==> src/hdl/pmbus_mfr_pkg.sv <==
package pmbus_mfr_pkg;

  // Command codes of the three registers.
  localparam logic [7:0]  CMD_TARGET_ADDR      = 8'hEF;
  localparam logic [7:0]  CMD_SETTINGS_CRC     = 8'hF0;
  localparam logic [7:0]  CMD_FAULT_INJECT     = 8'hF1;

  // Bus-reserved target addresses.
  localparam logic [6:0]  RSVD_ADDR_A          = 7'h0C;
  localparam logic [6:0]  RSVD_ADDR_B          = 7'h28;
  localparam logic [6:0]  RSVD_ADDR_C          = 7'h37;
  localparam logic [6:0]  RSVD_ADDR_D          = 7'h61;

  // Address used until the strap is captured after reset.
  localparam logic [6:0]  ADDR_RESET           = 7'h00;

  // Injection register field positions.
  localparam int          FAULT_HOLD_BIT       = 15;
  localparam int          INJ_OVERTEMP_BIT     = 14;
  localparam int          INJ_OC_FAULT_BIT     = 12;
  localparam int          INJ_LOCKOUT_BIT      = 11;
  localparam int          INJ_VIN_OV_BIT       = 10;
  localparam int          INJ_VOUT_UV_BIT      = 9;
  localparam int          INJ_VOUT_OV_BIT      = 8;
  localparam int          WARN_HOLD_BIT        = 7;
  localparam int          INJ_OC_WARN_BIT      = 4;
  localparam int          INJ_VIN_UVW_BIT      = 3;
  localparam int          INJ_VOUT_UVW_BIT     = 1;
  localparam int          INJ_VOUT_OVW_BIT     = 0;

  // Field masks of the injection register.
  localparam logic [15:0] INJECT_ACTIVE_MASK   = 16'h5F1B;
  localparam logic [15:0] FAULT_AUTO_CLR_MASK  = 16'h7F00;
  localparam logic [15:0] WARN_AUTO_CLR_MASK   = 16'h007F;
  localparam logic [15:0] FAULT_FIELD_MASK     = 16'hFF00;
  localparam logic [15:0] WARN_FIELD_MASK      = 16'h00FF;
  localparam logic [15:0] IDLE_ALLOWED_MASK    = 16'h09FF;
  localparam logic [15:0] FAULT_GATED_MASK     = 16'h7600;
  localparam logic [7:0]  INJ_FAULT_RESET      = 8'h00;
  localparam logic [7:0]  INJ_WARN_RESET       = 8'h00;

  // Checksum generator.
  localparam logic [15:0] CRC_POLY             = 16'h8005;
  localparam logic [15:0] CRC_INIT             = 16'h0000;
  localparam logic [15:0] CRC_RESET            = 16'h0000;

  // Cycles after reset release before the strap and defaults are captured.
  localparam logic [1:0]  BOOT_CAPTURE_CYCLE   = 2'd2;
  localparam logic [1:0]  BOOT_DONE_CYCLE      = 2'd3;

  typedef enum logic [1:0] {
    CRC_IDLE = 2'b01,
    CRC_RUN  = 2'b10
  } crc_state_t;

endpackage

==> src/hdl/pin_sync.sv <==
`timescale 1ns/1ps
module pin_sync #(
  parameter int WIDTH = 7
) (
  input  wire logic             clk_i,
  input  wire logic             rst_n_i,
  input  wire logic [WIDTH-1:0] pin_i,
  output logic      [WIDTH-1:0] sync_o
);

  logic [WIDTH-1:0] meta_r;
  logic [WIDTH-1:0] sync_r;

  always_ff @(posedge clk_i or negedge rst_n_i) begin
    if (!rst_n_i) begin
      meta_r <= '0;
      sync_r <= '0;
    end else begin
      meta_r <= pin_i;
      sync_r <= meta_r;
    end
  end

  assign sync_o = sync_r;

endmodule // pin_sync

==> src/hdl/settings_crc.sv <==
`timescale 1ns/1ps
module settings_crc
  import pmbus_mfr_pkg::*;
(
  input  wire logic        clk_i,
  input  wire logic        rst_n_i,
  input  wire logic        start_i,
  input  wire logic        word_valid_i,
  input  wire logic [15:0] word_i,
  input  wire logic        last_i,
  output logic      [15:0] crc_o,
  output logic             busy_o
);

  crc_state_t  state_r;
  crc_state_t  state_nxt;
  logic [15:0] acc_r;
  logic [15:0] acc_nxt;
  logic [15:0] crc_r;
  logic [15:0] step;
  logic        take;
  logic        finish;

  // Word-wide MSB-first shift of the generator, one word per clock.
  function automatic logic [15:0] crc_word(input logic [15:0] c_in, input logic [15:0] d);
    logic [15:0] c;
    logic        fb;
    c = c_in;
    for (int i = 15; i >= 0; i--) begin
      fb = c[15] ^ d[i];
      c  = {c[14:0], 1'b0};
      if (fb) begin
        c = c ^ CRC_POLY;
      end
    end
    return c;
  endfunction

  assign step      = crc_word(acc_r, word_i);
  assign take      = (state_r == CRC_RUN) && word_valid_i && !start_i;
  assign finish    = take && last_i;
  assign acc_nxt   = start_i ? CRC_INIT : (take ? step : acc_r);
  assign state_nxt = start_i ? CRC_RUN : (finish ? CRC_IDLE : state_r);

  // A fresh start abandons a pass in progress, so a store during a restore still ends in a true sum.
  always_ff @(posedge clk_i or negedge rst_n_i) begin
    if (!rst_n_i) begin
      state_r <= CRC_IDLE;
      acc_r   <= CRC_INIT;
      crc_r   <= CRC_RESET;
    end else begin
      state_r <= state_nxt;
      acc_r   <= acc_nxt;
      if (finish) begin
        crc_r <= step;
      end
    end
  end

  assign crc_o  = crc_r;
  assign busy_o = state_r[1];

endmodule // settings_crc

==> src/hdl/pmbus_addr_crc_fault_inject.sv <==
`timescale 1ns/1ps
// Overview of operation
// A write of a valid value to the target address register takes effect as the bus address at once, no restart.
// After an address change the old bus address is no longer matched, so no transaction to it is acknowledged.
// The target address register holds seven address bits in 6:0 and bit 7 always reads zero.
// The addresses 0x0C, 0x28, 0x37 and 0x61 are never taken as the programmed target address.
// A write carrying a reserved address is dropped, the old address stays and a communication error is flagged.
// The checksum is a CRC-16 with generator 0x8005 over the current non-volatile settings.
// The checksum is recomputed at boot and after every store or restore of the settings.
// The checksum is a read-only sixteen-bit word; a write to it is refused.
// Each injection bit forces its detector output and several may be set in one write.
// With bit 15 clear injected faults drop after one fault response, with it set they stay until rewritten.
// With bit 7 clear injected warnings drop after one response, with it set they stay until rewritten.
// Fault bits 14, 12, 11, 10, 9 and 8 reset to zero and force their faults when one.
// Warning bits take their reset value from the defaults and bits 4, 3, 1 and 0 force their warnings.
// Bits 13, 6, 5 and 2 are unused and never cause an injection.
// Only input lockout and output overvoltage may be injected while conversion is off; the code also passes warning bits 4, 3, 1 and 0 then.
module pmbus_addr_crc_fault_inject
  import pmbus_mfr_pkg::*;
(
  input  wire logic        CLK_I,
  input  wire logic        RST_N_I,
  input  wire logic        CMD_VALID_I,
  input  wire logic        CMD_WRITE_I,
  input  wire logic [7:0]  CMD_CODE_I,
  input  wire logic [15:0] CMD_WDATA_I,
  output logic             CMD_ACK_O,
  output logic             CMD_ERR_O,
  output logic      [15:0] CMD_RDATA_O,
  input  wire logic        ADDR_QUERY_I,
  input  wire logic [6:0]  ADDR_QUERY_VALUE_I,
  output logic             ADDR_MATCH_O,
  output logic      [6:0]  TARGET_ADDR_O,
  input  wire logic [6:0]  STRAP_ADDR_I,
  input  wire logic        NVM_ADDR_LOAD_I,
  input  wire logic [6:0]  NVM_ADDR_I,
  input  wire logic [7:0]  WARN_DEFAULT_I,
  input  wire logic        NVM_CRC_START_I,
  input  wire logic        NVM_WORD_VALID_I,
  input  wire logic [15:0] NVM_WORD_I,
  input  wire logic        NVM_WORD_LAST_I,
  output logic      [15:0] SETTINGS_CRC_VALUE_O,
  output logic             CRC_BUSY_O,
  input  wire logic        CONV_ENABLE_I,
  input  wire logic        FAULT_RESPONSE_I,
  input  wire logic        WARN_RESPONSE_I,
  output logic             INJECT_OVERTEMP_FAULT_O,
  output logic             INJECT_OVERCURRENT_FAULT_O,
  output logic             INJECT_INPUT_LOCKOUT_O,
  output logic             INJECT_INPUT_OVERVOLTAGE_FAULT_O,
  output logic             INJECT_OUTPUT_UNDERVOLTAGE_FAULT_O,
  output logic             INJECT_OUTPUT_OVERVOLTAGE_FAULT_O,
  output logic             INJECT_OVERCURRENT_WARNING_O,
  output logic             INJECT_INPUT_UNDERVOLTAGE_WARNING_O,
  output logic             INJECT_OUTPUT_UNDERVOLTAGE_WARNING_O,
  output logic             INJECT_OUTPUT_OVERVOLTAGE_WARNING_O
);

  logic        rst_meta_r;
  logic        rst_sync_r;
  logic        rst_n;
  logic [6:0]  strap_addr;
  logic [1:0]  boot_cnt_r;
  logic        boot_load;
  logic [6:0]  addr_r;
  logic [6:0]  addr_nxt;
  logic [15:0] inj_r;
  logic [15:0] inj_nxt;
  logic [15:0] inj_cleared;
  logic [15:0] inj_gate;
  logic [15:0] inj_out_r;
  logic        hit_addr;
  logic        hit_crc;
  logic        hit_inj;
  logic        wr_addr;
  logic        wr_crc;
  logic        wr_inj;
  logic [6:0]  new_addr;
  logic        new_reserved;
  logic        strap_reserved;
  logic        nvm_reserved;
  logic        fault_clr;
  logic        warn_clr;
  logic        ack_nxt;
  logic        err_nxt;
  logic [15:0] rdata_nxt;
  logic        ack_r;
  logic        err_r;
  logic [15:0] rdata_r;
  logic        match_r;
  logic [15:0] crc_value;
  logic        crc_busy;

  function automatic logic addr_is_reserved(input logic [6:0] a);
    return (a == RSVD_ADDR_A) || (a == RSVD_ADDR_B) || (a == RSVD_ADDR_C) || (a == RSVD_ADDR_D);
  endfunction

  // Reset is asserted at once but released through two flops so no flop sees a partial release.
  always_ff @(posedge CLK_I or negedge RST_N_I) begin
    if (!RST_N_I) begin
      rst_meta_r <= 1'b0;
      rst_sync_r <= 1'b0;
    end else begin
      rst_meta_r <= 1'b1;
      rst_sync_r <= rst_meta_r;
    end
  end

  assign rst_n = rst_sync_r;

  pin_sync #(
    .WIDTH (7)
  ) u_strap_sync (
    .clk_i   (CLK_I),
    .rst_n_i (rst_n),
    .pin_i   (STRAP_ADDR_I),
    .sync_o  (strap_addr)
  );

  settings_crc u_settings_crc (
    .clk_i        (CLK_I),
    .rst_n_i      (rst_n),
    .start_i      (NVM_CRC_START_I),
    .word_valid_i (NVM_WORD_VALID_I),
    .word_i       (NVM_WORD_I),
    .last_i       (NVM_WORD_LAST_I),
    .crc_o        (crc_value),
    .busy_o       (crc_busy)
  );

  // The strap passes two sync flops, so capture waits until they hold the pin value.
  always_ff @(posedge CLK_I or negedge rst_n) begin
    if (!rst_n) begin
      boot_cnt_r <= 2'd0;
    end else if (boot_cnt_r != BOOT_DONE_CYCLE) begin
      boot_cnt_r <= boot_cnt_r + 2'd1;
    end
  end

  assign boot_load = (boot_cnt_r == BOOT_CAPTURE_CYCLE);

  // Command decode.
  assign hit_addr       = CMD_VALID_I && (CMD_CODE_I == CMD_TARGET_ADDR);
  assign hit_crc        = CMD_VALID_I && (CMD_CODE_I == CMD_SETTINGS_CRC);
  assign hit_inj        = CMD_VALID_I && (CMD_CODE_I == CMD_FAULT_INJECT);
  assign wr_addr        = hit_addr && CMD_WRITE_I;
  assign wr_crc         = hit_crc && CMD_WRITE_I;
  assign wr_inj         = hit_inj && CMD_WRITE_I;
  assign new_addr       = CMD_WDATA_I[6:0];
  assign new_reserved   = addr_is_reserved(new_addr);
  assign strap_reserved = addr_is_reserved(strap_addr);
  assign nvm_reserved   = addr_is_reserved(NVM_ADDR_I);

  // A host write outranks a restore load in the same cycle; a reserved value never lands.
  assign addr_nxt = (wr_addr && !new_reserved)                ? new_addr :
                    (NVM_ADDR_LOAD_I && !nvm_reserved)        ? NVM_ADDR_I :
                    (boot_load && !strap_reserved)            ? strap_addr :
                                                                addr_r;

  assign ack_nxt = hit_addr || hit_crc || hit_inj;
  assign err_nxt = (wr_addr && new_reserved) || wr_crc;

  assign rdata_nxt = hit_addr ? {9'h000, addr_r} :
                     hit_crc  ? crc_value :
                     hit_inj  ? inj_r :
                                16'h0000;

  // Auto-clear drops every fault or warning bit but the hold bit itself.
  assign fault_clr   = FAULT_RESPONSE_I && !inj_r[FAULT_HOLD_BIT];
  assign warn_clr    = WARN_RESPONSE_I && !inj_r[WARN_HOLD_BIT];
  assign inj_cleared = inj_r & ~({16{fault_clr}} & FAULT_AUTO_CLR_MASK)
                             & ~({16{warn_clr}} & WARN_AUTO_CLR_MASK);

  // A write in the same cycle as a response wins, so a fresh injection is never lost.
  assign inj_nxt = wr_inj    ? CMD_WDATA_I :
                   boot_load ? {inj_cleared[15:8], WARN_DEFAULT_I} :
                               inj_cleared;

  // Unused bits stay readable but are masked out of the detector paths.
  assign inj_gate = inj_r & INJECT_ACTIVE_MASK
                  & (CONV_ENABLE_I ? 16'hFFFF : IDLE_ALLOWED_MASK);

  always_ff @(posedge CLK_I or negedge rst_n) begin
    if (!rst_n) begin
      addr_r    <= ADDR_RESET;
      inj_r     <= {INJ_FAULT_RESET, INJ_WARN_RESET};
      inj_out_r <= 16'h0000;
      ack_r     <= 1'b0;
      err_r     <= 1'b0;
      rdata_r   <= 16'h0000;
      match_r   <= 1'b0;
    end else begin
      addr_r    <= addr_nxt;
      inj_r     <= inj_nxt;
      inj_out_r <= inj_gate;
      ack_r     <= ack_nxt;
      err_r     <= err_nxt;
      if (hit_addr || hit_crc || hit_inj) begin
        rdata_r <= rdata_nxt;
      end
      match_r   <= ADDR_QUERY_I && (ADDR_QUERY_VALUE_I == addr_r);
    end
  end

  assign CMD_ACK_O                            = ack_r;
  assign CMD_ERR_O                            = err_r;
  assign CMD_RDATA_O                          = rdata_r;
  assign ADDR_MATCH_O                         = match_r;
  assign TARGET_ADDR_O                        = addr_r;
  assign SETTINGS_CRC_VALUE_O                 = crc_value;
  assign CRC_BUSY_O                           = crc_busy;
  assign INJECT_OVERTEMP_FAULT_O              = inj_out_r[INJ_OVERTEMP_BIT];
  assign INJECT_OVERCURRENT_FAULT_O           = inj_out_r[INJ_OC_FAULT_BIT];
  assign INJECT_INPUT_LOCKOUT_O               = inj_out_r[INJ_LOCKOUT_BIT];
  assign INJECT_INPUT_OVERVOLTAGE_FAULT_O     = inj_out_r[INJ_VIN_OV_BIT];
  assign INJECT_OUTPUT_UNDERVOLTAGE_FAULT_O   = inj_out_r[INJ_VOUT_UV_BIT];
  assign INJECT_OUTPUT_OVERVOLTAGE_FAULT_O    = inj_out_r[INJ_VOUT_OV_BIT];
  assign INJECT_OVERCURRENT_WARNING_O         = inj_out_r[INJ_OC_WARN_BIT];
  assign INJECT_INPUT_UNDERVOLTAGE_WARNING_O  = inj_out_r[INJ_VIN_UVW_BIT];
  assign INJECT_OUTPUT_UNDERVOLTAGE_WARNING_O = inj_out_r[INJ_VOUT_UVW_BIT];
  assign INJECT_OUTPUT_OVERVOLTAGE_WARNING_O  = inj_out_r[INJ_VOUT_OVW_BIT];
endmodule // pmbus_addr_crc_fault_inject

==> config.mk <==
export PLATFORM = sky130hd
export DESIGN_NAME = pmbus_addr_crc_fault_inject
export DESIGN_NICKNAME = d
export VERILOG_FILES = /design/src/hdl/pmbus_mfr_pkg.sv /design/src/hdl/pin_sync.sv /design/src/hdl/settings_crc.sv /design/src/hdl/pmbus_addr_crc_fault_inject.sv
export SDC_FILE = /design/constraint.sdc
export NUM_CORES = 1
export LEC_CHECK = 0
export ABC_AREA = 1
export BUFFER_PORTS_ARGS = -buffer_cell sky130_fd_sc_hd__buf_2
export CORE_UTILIZATION = 48
export CTS_CLUSTER_DIAMETER = 100
export DETAILED_ROUTE_END_ITERATION = 8
export PLACE_DENSITY = 0.77
export SKIP_CTS_REPAIR_TIMING = 1
export SYNTH_ARGS = -nofsm -noshare
export SYNTH_HDL_FRONTEND = slang
export SYNTH_SLANG_ARGS = --single-unit
==> constraint.sdc <==
create_clock -name CLK_I -period 3.2 [get_ports CLK_I]
set_clock_uncertainty 0.05 [all_clocks]
set_input_delay 0.32 -clock CLK_I [delete_from_list [all_inputs] [get_ports CLK_I]]
set_output_delay 0.32 -clock CLK_I [all_outputs]
set_load 0.1 [all_outputs]
==> flow_summary.yaml, run 1 <==
die:
  die-height_um: 104.4
  design.core.area_mm2: 0.01023
  die_x_um: 104.4
  placementRows: 37
  die_area_mm2: 0.01090
  floorplan.initialDensity_pct: 49.19
  ioPinCount: 134
finish:
  drive_gt1_share_pct: 30.51
  syn_to_final_growth_pct: 27.87
  fin_nets: 810
  finish.cell_count_without_fillers: 867
  postLayoutCoreUtil_pct: 62.90
  antenna_cells: 0
power:
  power_switching_mw: 3.144
  netSwitchingFraction_pct: 51.03
  power_leakage_nw: 3.336
  seqPwrFrac_pct: 28.1
  vdd_drop_max_uv: 629.4
  cellInternalPower_mw: 3.017
  power.combinational.fraction_pct: 57.3
  cellPowerDensity_mw_per_mm2: 957.4
  finalPower_mw: 6.161
  clkPwrFrac_pct: 14.6
critical_path:
  worst-endpoint-required_ns: 3.38
  crit_cells: 26
  timing.critical_path.slowest_stage_cell: "sky130_fd_sc_hd__dfrtp_1"
  startpoint_class: "flip-flop"
  regToRegStartpoint: "u_settings_crc.acc_r[14]"
  critPathTopFamily: "simple AND/OR/NAND/NOR gates"
  critical_path.endpoint_type: "flip-flop"
  startpoint: "u_settings_crc.acc_r[14]"
  worst_r2r_endpoint: "u_settings_crc.crc_o[0]"
  cp_slowest_stage_delay_ns: 0.42
  worst_r2r_path_depth: 26
  critPathMaxFanout: 4
  cp.arrival_ns: 3.33
  critPathMostFrequentCell: "sky130_fd_sc_hd__nand2_4"
  critical_path_buf_inv_count: 1
  r2r_slack_ns: 0.05
  critical_path_class: "flip-flop to flip-flop"
  cp-endpoint: "u_settings_crc.crc_o[0]"
timing:
  setup_viol_count_final: 0
  fmax_ghz: 0.3173
  slew-limit-headroom_pct: 35.93
  hold_viol: 0
  period_needed_ns: 3.152
  worst_slew_pin_slew_ns: 0.9587
  post-route-period-util_pct: 98.50
  setup_tns_ns: 0
  report.final.slew_viol_count: 0
clock_network:
  worst_skew_pair.late_latency_ns: 0.37
  cts-root-to-sink-buffers: 2
  tritoncts.num_buffers: 9
  cts_tree: "yes"
  ctsRootBufferMaster: "sky130_fd_sc_hd__clkbuf_8"
  clock_sinks: 104
  worst_setup_hold_path_clk_slew_ns: 0.09
  h-tree-depth: 3
min_path:
  min_path_type: "input port to flip-flop"
route:
  drt_drc_violations_left: 0
  average_wire_per_cell_in_the_routed_design_um: 15.24
  dr_total_vias: 4604
  drt-pass1-iter-count: 6
  drt_wl_total_um: 13210
  route.detailed.vias_per_inst: 5.310
  initialDrtViolationCount: 276
  detail-route-antenna-nets: 0
logic_synthesis:
  synth_seq_area_share_pct: 51.74
  post_synth_inst_count: 573
  mappedNetlistNets: 656
  syn_area_per_cell_um2: 8.782
  synth.cell_area_mm2: 0.005032
  synth.lib_cells_used.distinct: 36
  yosys_warning_total: 0
  synthesis_stage_register_bit_count: 104
run:
  cap_viol_max_count: 0
placement:
  placement.io_buffers: 133
  place_hpwl_um: 9400
  gp_congestion: 0.9026
  numPlacedInstances: 835
global_routing:
  grt_overflow: 0
  grt_pass1_wl_um: 20110
  number_of_antenna_violations_at_the_first_check_in_global_routing: 0
  grt_util_all_layers_pct: 23.51
  vias_in_the_first_global_route: 4183
  pin_count_of_the_biggest_net_entering_global_routing: 59
run_status:
  run_status: "finished clean"
[layout by cell type (no fill, tap or decap), drive strengths merged]
cell type | netlist | routed
nand2 | 167 | 167
buf | 0 | 147
dfrtp | 103 | 103
o21ai | 58 | 58
inv | 57 | 58
nand3 | 57 | 57
nor2 | 26 | 26
xnor2 | 19 | 19
xor2 | 16 | 16
clkbuf | 12 | 11
a31oi | 8 | 8
nand4 | 8 | 8
o211ai | 8 | 8
dlygate4sd3 | 0 | 8
nor3 | 5 | 5
o22ai | 5 | 5
nor4 | 3 | 3
a21oi | 3 | 3
clkinv | 2 | 2
o21a | 2 | 2
a221oi | 2 | 2
o221ai | 2 | 2
ha | 2 | 2
bufinv | 0 | 2
a211oi | 1 | 1
a2111oi | 1 | 1
a21boi | 1 | 1
a2111o | 1 | 1
a22oi | 1 | 1
mux2 | 1 | 1
clkinvlp | 0 | 1
conb | 1 | 1
dfstp | 1 | 1
[cell usage after synthesis (all sizes together)]
| master | n | area share [%] |
|---|---|---|
| clkbuf | 12 | 0.90 |
| a22oi | 1 | 0.15 |
| mux2 | 1 | 0.22 |
| a221oi | 2 | 0.35 |
| a31oi | 8 | 0.99 |
| nand3 | 57 | 7.1 |
| nor4 | 3 | 0.37 |
| xor2 | 16 | 2.8 |
| dfstp | 1 | 0.52 |
| nor2 | 26 | 1.9 |
| a2111o | 1 | 0.22 |
| conb | 1 | 0.075 |
| nand2 | 167 | 14 |
| o22ai | 5 | 0.62 |
| ha | 2 | 0.50 |
| o21ai | 58 | 5.9 |
| dfrtp | 103 | 51 |
| o21a | 2 | 0.30 |
| o211ai | 8 | 1.2 |
| clkinv | 2 | 0.15 |
| o221ai | 2 | 0.35 |
| nand4 | 8 | 0.99 |
| a21oi | 3 | 0.30 |
| xnor2 | 19 | 3.5 |
| a2111oi | 1 | 0.17 |
| a211oi | 1 | 0.15 |
| nor3 | 5 | 0.50 |
| inv | 57 | 4.3 |
| a21boi | 1 | 0.15 |
[layout make-up]
cell class	instances	area, µm²
multi-input cells	398	2355
clock inverters	4	76.32
inverters	59	221.5
fillers	870	3796
clock buffers	11	141.4
well taps	136	170.2
repair buffers	155	863.3
flip-flops and latches	104	2608
[power groups by stage]
stage               clock network (mW)  logic (mW)  registers [mW]
floorplan                            0        1.45            2.63
global placement                     0        2.83            1.74
detailed placement                   0        2.91            1.75
CTS                              0.916        2.93            1.73
global route                     0.975        3.71            1.76
finish                           0.900        3.53            1.73
[metal layers]
layer	wire length (µm)	track usage (%)	vias up
met5	0	0	-
met4	321	7.857	0
met3	779	5.388	33
met2	6691	39.64	164
met1	5420	29.75	2213
li1	-	-	2194
[how the worst min path moves through the flow]
stage                         start                   endpoint  cells past startpoint
global route        NVM_CRC_START_I  u_settings_crc.state_r[0]                      2
CTS                         RST_N_I                      rst_n                      1
finish              NVM_CRC_START_I  u_settings_crc.state_r[0]                      2
detailed placement          RST_N_I                 rst_meta_r                      1
floorplan                   RST_N_I                 rst_meta_r                      0
global placement            RST_N_I                 rst_meta_r                      1
[cell families (layout without fill, tap and decap cells)]
group | Yosys count | after routing | synth area share, %
and+or+nand+nor | 266 | 266 | 25.06
DFF | 104 | 104 | 51.74
AOI/OAI and AO/OA | 93 | 93 | 10.87
buffers and inverters | 71 | 229 | 5.296
xor gates and xnor gates | 35 | 35 | 6.241
adders and majority gates | 2 | 2 | 0.4972
other | 1 | 1 | 0.07452
muxes | 1 | 1 | 0.2238
[state kept, by name (all words and copies together), names as in the netlist]
signal / count
inj_r: 16
u_strap_sync.sync_o: 7
CMD_ERR_O: 1
CMD_RDATA_O: 16
TARGET_ADDR_O: 7
boot_cnt_r: 2
CMD_ACK_O: 1
rst_n: 1
inj_out_r: 10
ADDR_MATCH_O: 1
rst_meta_r: 1
u_strap_sync.meta_r: 7
u_settings_crc.crc_o: 16
u_settings_crc.acc_r: 16
u_settings_crc.state_r: 2
[through the flow]
stage               hold WS (ns)  setup slack [ns]  cell area (µm²)
CTS                      -0.3441           0.03639             6095
floorplan               -0.02559           0.04014             5032
finish                    0.1032           0.04800             6435
global route             0.08579           -0.1110             6435
detailed placement       0.05823           0.05791             5877
global placement         0.05976            0.3024             5877
No activity file was read; power rests on OpenSTA's default activity.
==> run 2, diff against run 1 <==
--- a/config.mk
+++ b/config.mk
@@ -7,11 +7,13 @@
 export LEC_CHECK = 0
 export ABC_AREA = 1
 export BUFFER_PORTS_ARGS = -buffer_cell sky130_fd_sc_hd__buf_2
-export CORE_UTILIZATION = 48
+export CORE_UTILIZATION = 49
 export CTS_CLUSTER_DIAMETER = 100
 export DETAILED_ROUTE_END_ITERATION = 8
 export PLACE_DENSITY = 0.77
+export SETUP_SLACK_MARGIN = 0.02
 export SKIP_CTS_REPAIR_TIMING = 1
 export SYNTH_ARGS = -nofsm -noshare
 export SYNTH_HDL_FRONTEND = slang
+export SYNTH_HIERARCHICAL = 1
 export SYNTH_SLANG_ARGS = --single-unit
==> run 2 against run 1 <==
  * The run now ends with setup timing left
  * Sequential cell count stayed put
  * Die area is 6.0% higher
  * Synthesized area is 8.3% higher
  * Sequential share of layout area is 2.5 points lower
  * Utilization is 0.33 points higher
  * Critical path depth stayed put
  * Via count is 8.6% higher
  * Critical endpoint is now u_settings_crc/crc_o[15]
  * Highest routed layer unchanged
==> flow_summary.yaml, run 2 <==
finish:
  syn_to_final_growth_pct: 25.73
  layout.area.seq_mm2: 0.002608
  fin_nets: 879
  fillers: 886
  mostFrequentLayoutCells: "sky130_fd_sc_hd__nand2_1 (175), sky130_fd_sc_hd__buf_2 (133), sky130_fd_sc_hd__dfrtp_1 (102)"
  multi_input_comb_area_mm2: 0.002795
  antenna_cells: 0
  drive_gt1_share_pct: 30.84
  postLayoutCoreUtil_pct: 63.23
  layout_commonest_cell: "sky130_fd_sc_hd__nand2_1"
  finish.cell_count_without_fillers: 941
timing:
  post-route-period-util_pct: 102.0
  fin_ws_ns: -0.06362
  report.final.slew_viol_count: 0
  fmax_ghz: 0.3064
  hold_viol: 0
  unrepaired_setup_endpoints_after_global_routing: "yes"
  period_needed_ns: 3.264
  setup_viol_count_final: 2
  slew-limit-headroom_pct: 36.04
  worst_slew_pin_slew_ns: 0.9571
logic_synthesis:
  post_synth_inst_count: 645
  yosys-top-cells-area: "sky130_fd_sc_hd__dfrtp_1 (47%), sky130_fd_sc_hd__nand2_1 (13%), sky130_fd_sc_hd__nand3_1 (6.3%)"
  yosys_warning_total: 6
  mappedNetlistNets: 728
  edff_count_synth: 0
  yosys.cell_count.top_type: "sky130_fd_sc_hd__nand2_1"
  synth_seq_area_share_pct: 47.76
  synth.lib_cells_used.distinct: 42
  asyncSetResetFlopFracSynth_pct: 100.0
  synthesis_stage_register_bit_count: 104
  post-synth-top-area-cell: "sky130_fd_sc_hd__dfrtp_1"
  netlist_top_cells_count: "sky130_fd_sc_hd__nand2_1 (182), sky130_fd_sc_hd__dfrtp_1 (103), sky130_fd_sc_hd__nand3_1 (69), sky130_fd_sc_hd__inv_1 (60), sky130_fd_sc_hd__o21ai_0 (44)"
  dominantRegCellSynth: "sky130_fd_sc_hd__dfrtp_1"
  synth_largest_type_area_fraction_pct: 47.28
  synth.cell_area_mm2: 0.005451
  syn_area_per_cell_um2: 8.452
critical_path:
  cp_slowest_stage_delay_ns: 0.44
  critical_path.endpoint_type: "flip-flop"
  worst-endpoint-required_ns: 3.40
  cp.arrival_ns: 3.46
  startpoint: "u_settings_crc/acc_r[14]"
  timing.critical_path.slowest_stage_cell: "sky130_fd_sc_hd__dfrtp_1"
  startpoint_class: "flip-flop"
  critPathMaxFanout: 4
  critPathMostFrequentCell: "sky130_fd_sc_hd__nand2_4"
  regToRegStartpoint: "u_settings_crc/acc_r[14]"
  critical_path_class: "flip-flop to flip-flop"
  r2r_slack_ns: -0.06
  critical_path_buf_inv_count: 0
  critPathTopFamily: "simple AND/OR/NAND/NOR gates"
run:
  cap_viol_max_count: 0
route:
  drt-pass1-iter-count: 5
  initialDrtViolationCount: 445
  drt_wl_total_um: 14740
  route.detailed.vias_per_inst: 5.313
  dr_total_vias: 5000
  detail-route-antenna-nets: 0
  drt_drc_violations_left: 0
  average_wire_per_cell_in_the_routed_design_um: 15.67
placement:
  placement.io_buffers: 133
  gp_congestion: 0.8843
  numPlacedInstances: 908
  place_hpwl_um: 10280
die:
  die-height_um: 107.5
  design.core.area_mm2: 0.01084
  die_x_um: 107.5
  placementRows: 38
  ioPinCount: 134
  die_area_mm2: 0.01155
  floorplan.initialDensity_pct: 50.29
global_routing:
  grt_overflow: 0
  number_of_antenna_violations_at_the_first_check_in_global_routing: 0
  grt_pass1_wl_um: 21830
  vias_in_the_first_global_route: 4509
  pin_count_of_the_biggest_net_entering_global_routing: 72
  grt_util_all_layers_pct: 24.38
power:
  finalPower_mw: 6.317
  vdd_drop_max_uv: 669.6
  power_leakage_nw: 3.627
  cellPowerDensity_mw_per_mm2: 921.6
clock_network:
  ctsRootBufferMaster: "sky130_fd_sc_hd__clkbuf_8"
  tritoncts.num_buffers: 9
  worst_skew_pair.late_latency_ns: 0.37
  cts-root-to-sink-buffers: 2
  worst_setup_hold_path_clk_slew_ns: 0.10
  clock_sinks: 104
  h-tree-depth: 3
  cts_tree: "yes"
run_status:
  run_status: "finished, violations left"
  failed_checks: "setup timing"
min_path:
  hold_start: "NVM_CRC_START_I"
  min_path_type: "input port to flip-flop"
-- run 2: cells by family (layout without fill, tap and decap cells) --
logic type | count (synthesis) | in the layout | synth area share [%]
compound gates | 72 | 72 | 7.528
flops | 104 | 104 | 47.76
other cells | 1 | 1 | 0.06879
buf+inv | 80 | 236 | 6.105
fa+ha+maj | 2 | 2 | 0.4590
xor+xnor | 34 | 34 | 5.945
simple gates | 352 | 352 | 32.13
-- run 2: power by group --
group | internal, mW | switching [mW] | total [mW]
Clock | 0.360 | 0.448 | 0.807
Sequential | 1.53 | 0.212 | 1.74
Combinational | 1.10 | 2.67 | 3.77
Total | 2.99 | 3.33 | 6.32
-- run 2: path summary, 6_finish.rpt --
path | endpoint | cells past startpoint
setup / recovery | u_settings_crc/crc_o[15] | 26
hold / removal | u_settings_crc/state_r[0] | 2
setup reg to reg | u_settings_crc/crc_o[15] | 26
hold reg to reg | u_strap_sync/sync_o[6] | 0
max in group asynchronous | inj_r[11] | 1
min in group asynchronous | rst_meta_r | 2
-- run 2: per-layer routing --
layer,GRT usage (%),part of all wire (%)
met1,32.96,42
met2,40.88,50
met3,3.632,6.2
met4,6.654,2.2
met5,0,0
-- run 2: metrics by stage --
stage                     setup TNS, ns  cell area (µm²)  setup WS (ns)  hold WS, ns
after floorplan                       0             5451        0.04014     -0.02559
after global placement                0             6237         0.3108      0.05678
after detailed placement              0             6237        0.02438      0.05700
after CTS                             0             6426        0.04408      -0.3507
after global routing             -1.147             6854        -0.2301      0.09478
final                          -0.08954             6854       -0.06362      0.09842
-- run 2: area by class of cell --
type	count	share of cell area (%)
multi-input combinational	461	40.78
sequential	104	38.04
timing repair buffer	153	12.19
inverter	67	3.669
tap	140	2.556
clock buffer	10	1.862
clock inverter	6	0.8945
==> run 3, diff against run 2 <==
--- a/config.mk
+++ b/config.mk
@@ -10,7 +10,7 @@
 export CORE_UTILIZATION = 49
 export CTS_CLUSTER_DIAMETER = 100
 export DETAILED_ROUTE_END_ITERATION = 8
-export PLACE_DENSITY = 0.77
+export PLACE_DENSITY_LB_ADDON = 0.25
 export SETUP_SLACK_MARGIN = 0.02
 export SKIP_CTS_REPAIR_TIMING = 1
 export SYNTH_ARGS = -nofsm -noshare
==> run 3 against run 2 <==
  * Final area fell by 1.1%
  * Non-clock buffer count stayed put
  * Largest power group unchanged
  * Sequential power about the same
  * Worst hold slack lost 0.073 ns
  * First-iteration DRC count fell by 21%
  * Via count fell by 0.42%
  * Maximum frequency is 0.38% higher
  * Worst setup slack improved by 0.012 ns
  * The run still ends with setup timing left
  * Register-to-register slack about the same
  * Final cell count is the same
  * Critical path depth rose by 1
  * Critical path type unchanged
  * Utilization down 0.69 points
==> flow_summary.yaml, run 3 (same netlist as run 2, synthesis figures left out) <==
critical_path:
  startpoint: "u_settings_crc/acc_r[14]"
  critPathMaxFanout: 4
  critical_path_class: "flip-flop to flip-flop"
  cp.arrival_ns: 3.50
  worst_r2r_path_depth: 27
  worst-endpoint-required_ns: 3.45
  r2r_slack_ns: -0.05
  regToRegStartpoint: "u_settings_crc/acc_r[14]"
  worst_r2r_endpoint: "u_settings_crc/acc_r[15]"
  cp-endpoint: "u_settings_crc/acc_r[15]"
  critical_path.endpoint_type: "flip-flop"
  startpoint_class: "flip-flop"
timing:
  fin_ws_ns: -0.05118
  setup_viol_count_final: 4
  post-route-period-util_pct: 101.6
  hold_slack_ns: 0.02562
  report.final.slew_viol_count: 0
  worst_slew_pin_slew_ns: 0.8776
  unrepaired_setup_endpoints_after_global_routing: "yes"
  slew-limit-headroom_pct: 41.35
  period_needed_ns: 3.251
  fmax_ghz: 0.3076
  hold_viol: 0
clock_network:
  cts-root-to-sink-buffers: 2
  worst_skew_pair.late_latency_ns: 0.37
  clock_sinks: 104
  ctsRootBufferMaster: "sky130_fd_sc_hd__clkbuf_8"
  worst_setup_hold_path_clk_slew_ns: 0.10
  cts_tree: "yes"
  tritoncts.num_buffers: 9
  h-tree-depth: 3
route:
  dr_total_vias: 4979
  route.detailed.vias_per_inst: 5.291
  detail-route-antenna-nets: 0
  top_signal_layer_used: "met4"
  initialDrtViolationCount: 352
  wire_length_on_met1_um: 6128
  drt-pass1-iter-count: 5
  met3WireLength_um: 825
  drt_drc_violations_left: 0
  average_wire_per_cell_in_the_routed_design_um: 15.36
  drt_wl_total_um: 14450
  met2RoutedLength_um: 7048
die:
  placementRows: 38
  die-height_um: 107.5
  ioPinCount: 134
  die_area_mm2: 0.01155
  die_x_um: 107.5
  floorplan.initialDensity_pct: 50.29
  design.core.area_mm2: 0.01084
run_status:
  failed_checks: "setup timing"
  run_status: "finished, violations left"
global_routing:
  pin_count_of_the_biggest_net_entering_global_routing: 44
  grt_overflow: 0
  vias_in_the_first_global_route: 4570
  number_of_antenna_violations_at_the_first_check_in_global_routing: 0
  grt_pass1_wl_um: 21610
  grt_util_all_layers_pct: 24.09
placement:
  numPlacedInstances: 908
  place_hpwl_um: 10260
  placement.io_buffers: 133
  gp_congestion: 0.8950
  detailedPlace.worstSlack_ns: 0.08776
power:
  power_leakage_nw: 3.597
  vdd_drop_max_uv: 653.8
  finalPower_mw: 6.269
  cellPowerDensity_mw_per_mm2: 924.8
min_path:
  min_path_type: "input port to flip-flop"
run:
  cap_viol_max_count: 0
finish:
  finish.cell_count_without_fillers: 941
  drive_gt1_share_pct: 30.21
  layout_commonest_cell: "sky130_fd_sc_hd__nand2_1"
  fin_nets: 879
  syn_to_final_growth_pct: 24.35
  fillers: 932
  mostFrequentLayoutCells: "sky130_fd_sc_hd__nand2_1 (177), sky130_fd_sc_hd__buf_2 (133), sky130_fd_sc_hd__dfrtp_1 (101)"
  antenna_cells: 0
run 3: cell types whose count changed in the layout (fill, tap and decap cells not counted), sizes merged:
cell         previous run  this run
dlygate4sd3             8         6
clkinv                  4         2
clkbuf                 10        12
buf                   145       147
run 3: through the flow:
stage	util [%]	TNS [ns]	instance area, µm²
after floorplan	-	0	5451
after global placement	57.54	0	6237
after detailed placement	57.54	0	6237
after CTS	59.38	0	6437
after global routing	62.53	-1.174	6779
final	62.53	-0.1341	6779
run 3: final cells by class:
type	instances	area (µm²)	share of cell area, %
well taps	140	175.2	2.584
clock buffers	12	145.1	2.141
clock inverters	4	55.05	0.8121
multi-input cells	461	2713	40.01
flip-flops and latches	104	2609	38.48
repair buffers	153	830.8	12.26
inverters	67	251.5	3.710
run 3: power by group:
group	switching, mW	internal, mW
Combinational	2.63	1.08
Clock	0.446	0.387
Sequential	0.193	1.53
run 3: routing by layer:
layer | GRT usage [%] | vias up
li1 | - | 2389
met3 | 2.663 | 35
met5 | 0 | -
met4 | 9.491 | 0
met2 | 38.53 | 188
met1 | 33.62 | 2367
run 3: worst min path at each step:
stage	cells past startpoint	from	end
floorplan	0	RST_N_I	rst_meta_r
global placement	1	RST_N_I	rst_meta_r
detailed placement	1	RST_N_I	rst_meta_r
CTS	1	RST_N_I	rst_n
global route	1	STRAP_ADDR_I[4]	u_strap_sync/meta_r[4]
finish	1	STRAP_ADDR_I[4]	u_strap_sync/meta_r[4]
run 3: critical path: stages, from the launching register on:
cell and delay [ns]:
sky130_fd_sc_hd__dfrtp_2 0.45, sky130_fd_sc_hd__xnor2_2 0.17, sky130_fd_sc_hd__nand2_2 0.11, sky130_fd_sc_hd__nand2_4 0.10, sky130_fd_sc_hd__nand2_4 0.07, sky130_fd_sc_hd__nand2_4 0.11
sky130_fd_sc_hd__nand2_4 0.07, sky130_fd_sc_hd__nand3_4 0.08, sky130_fd_sc_hd__nand2_4 0.08, sky130_fd_sc_hd__nand2_4 0.07, sky130_fd_sc_hd__nand3_4 0.11, sky130_fd_sc_hd__nand2_4 0.15
sky130_fd_sc_hd__nand2_4 0.09, sky130_fd_sc_hd__nand3_4 0.10, sky130_fd_sc_hd__nand3_4 0.12, sky130_fd_sc_hd__nand2_4 0.14, sky130_fd_sc_hd__nand2_4 0.07, sky130_fd_sc_hd__nand3_4 0.10
sky130_fd_sc_hd__nand2_4 0.08, sky130_fd_sc_hd__nand2_4 0.10, sky130_fd_sc_hd__nand2_4 0.06, sky130_fd_sc_hd__nand2_2 0.08, sky130_fd_sc_hd__nand3_2 0.11, sky130_fd_sc_hd__nand2_2 0.14
sky130_fd_sc_hd__nand2_2 0.08, sky130_fd_sc_hd__nand3b_1 0.11, sky130_fd_sc_hd__nand3_1 0.09, sky130_fd_sc_hd__nand2_1 0.09
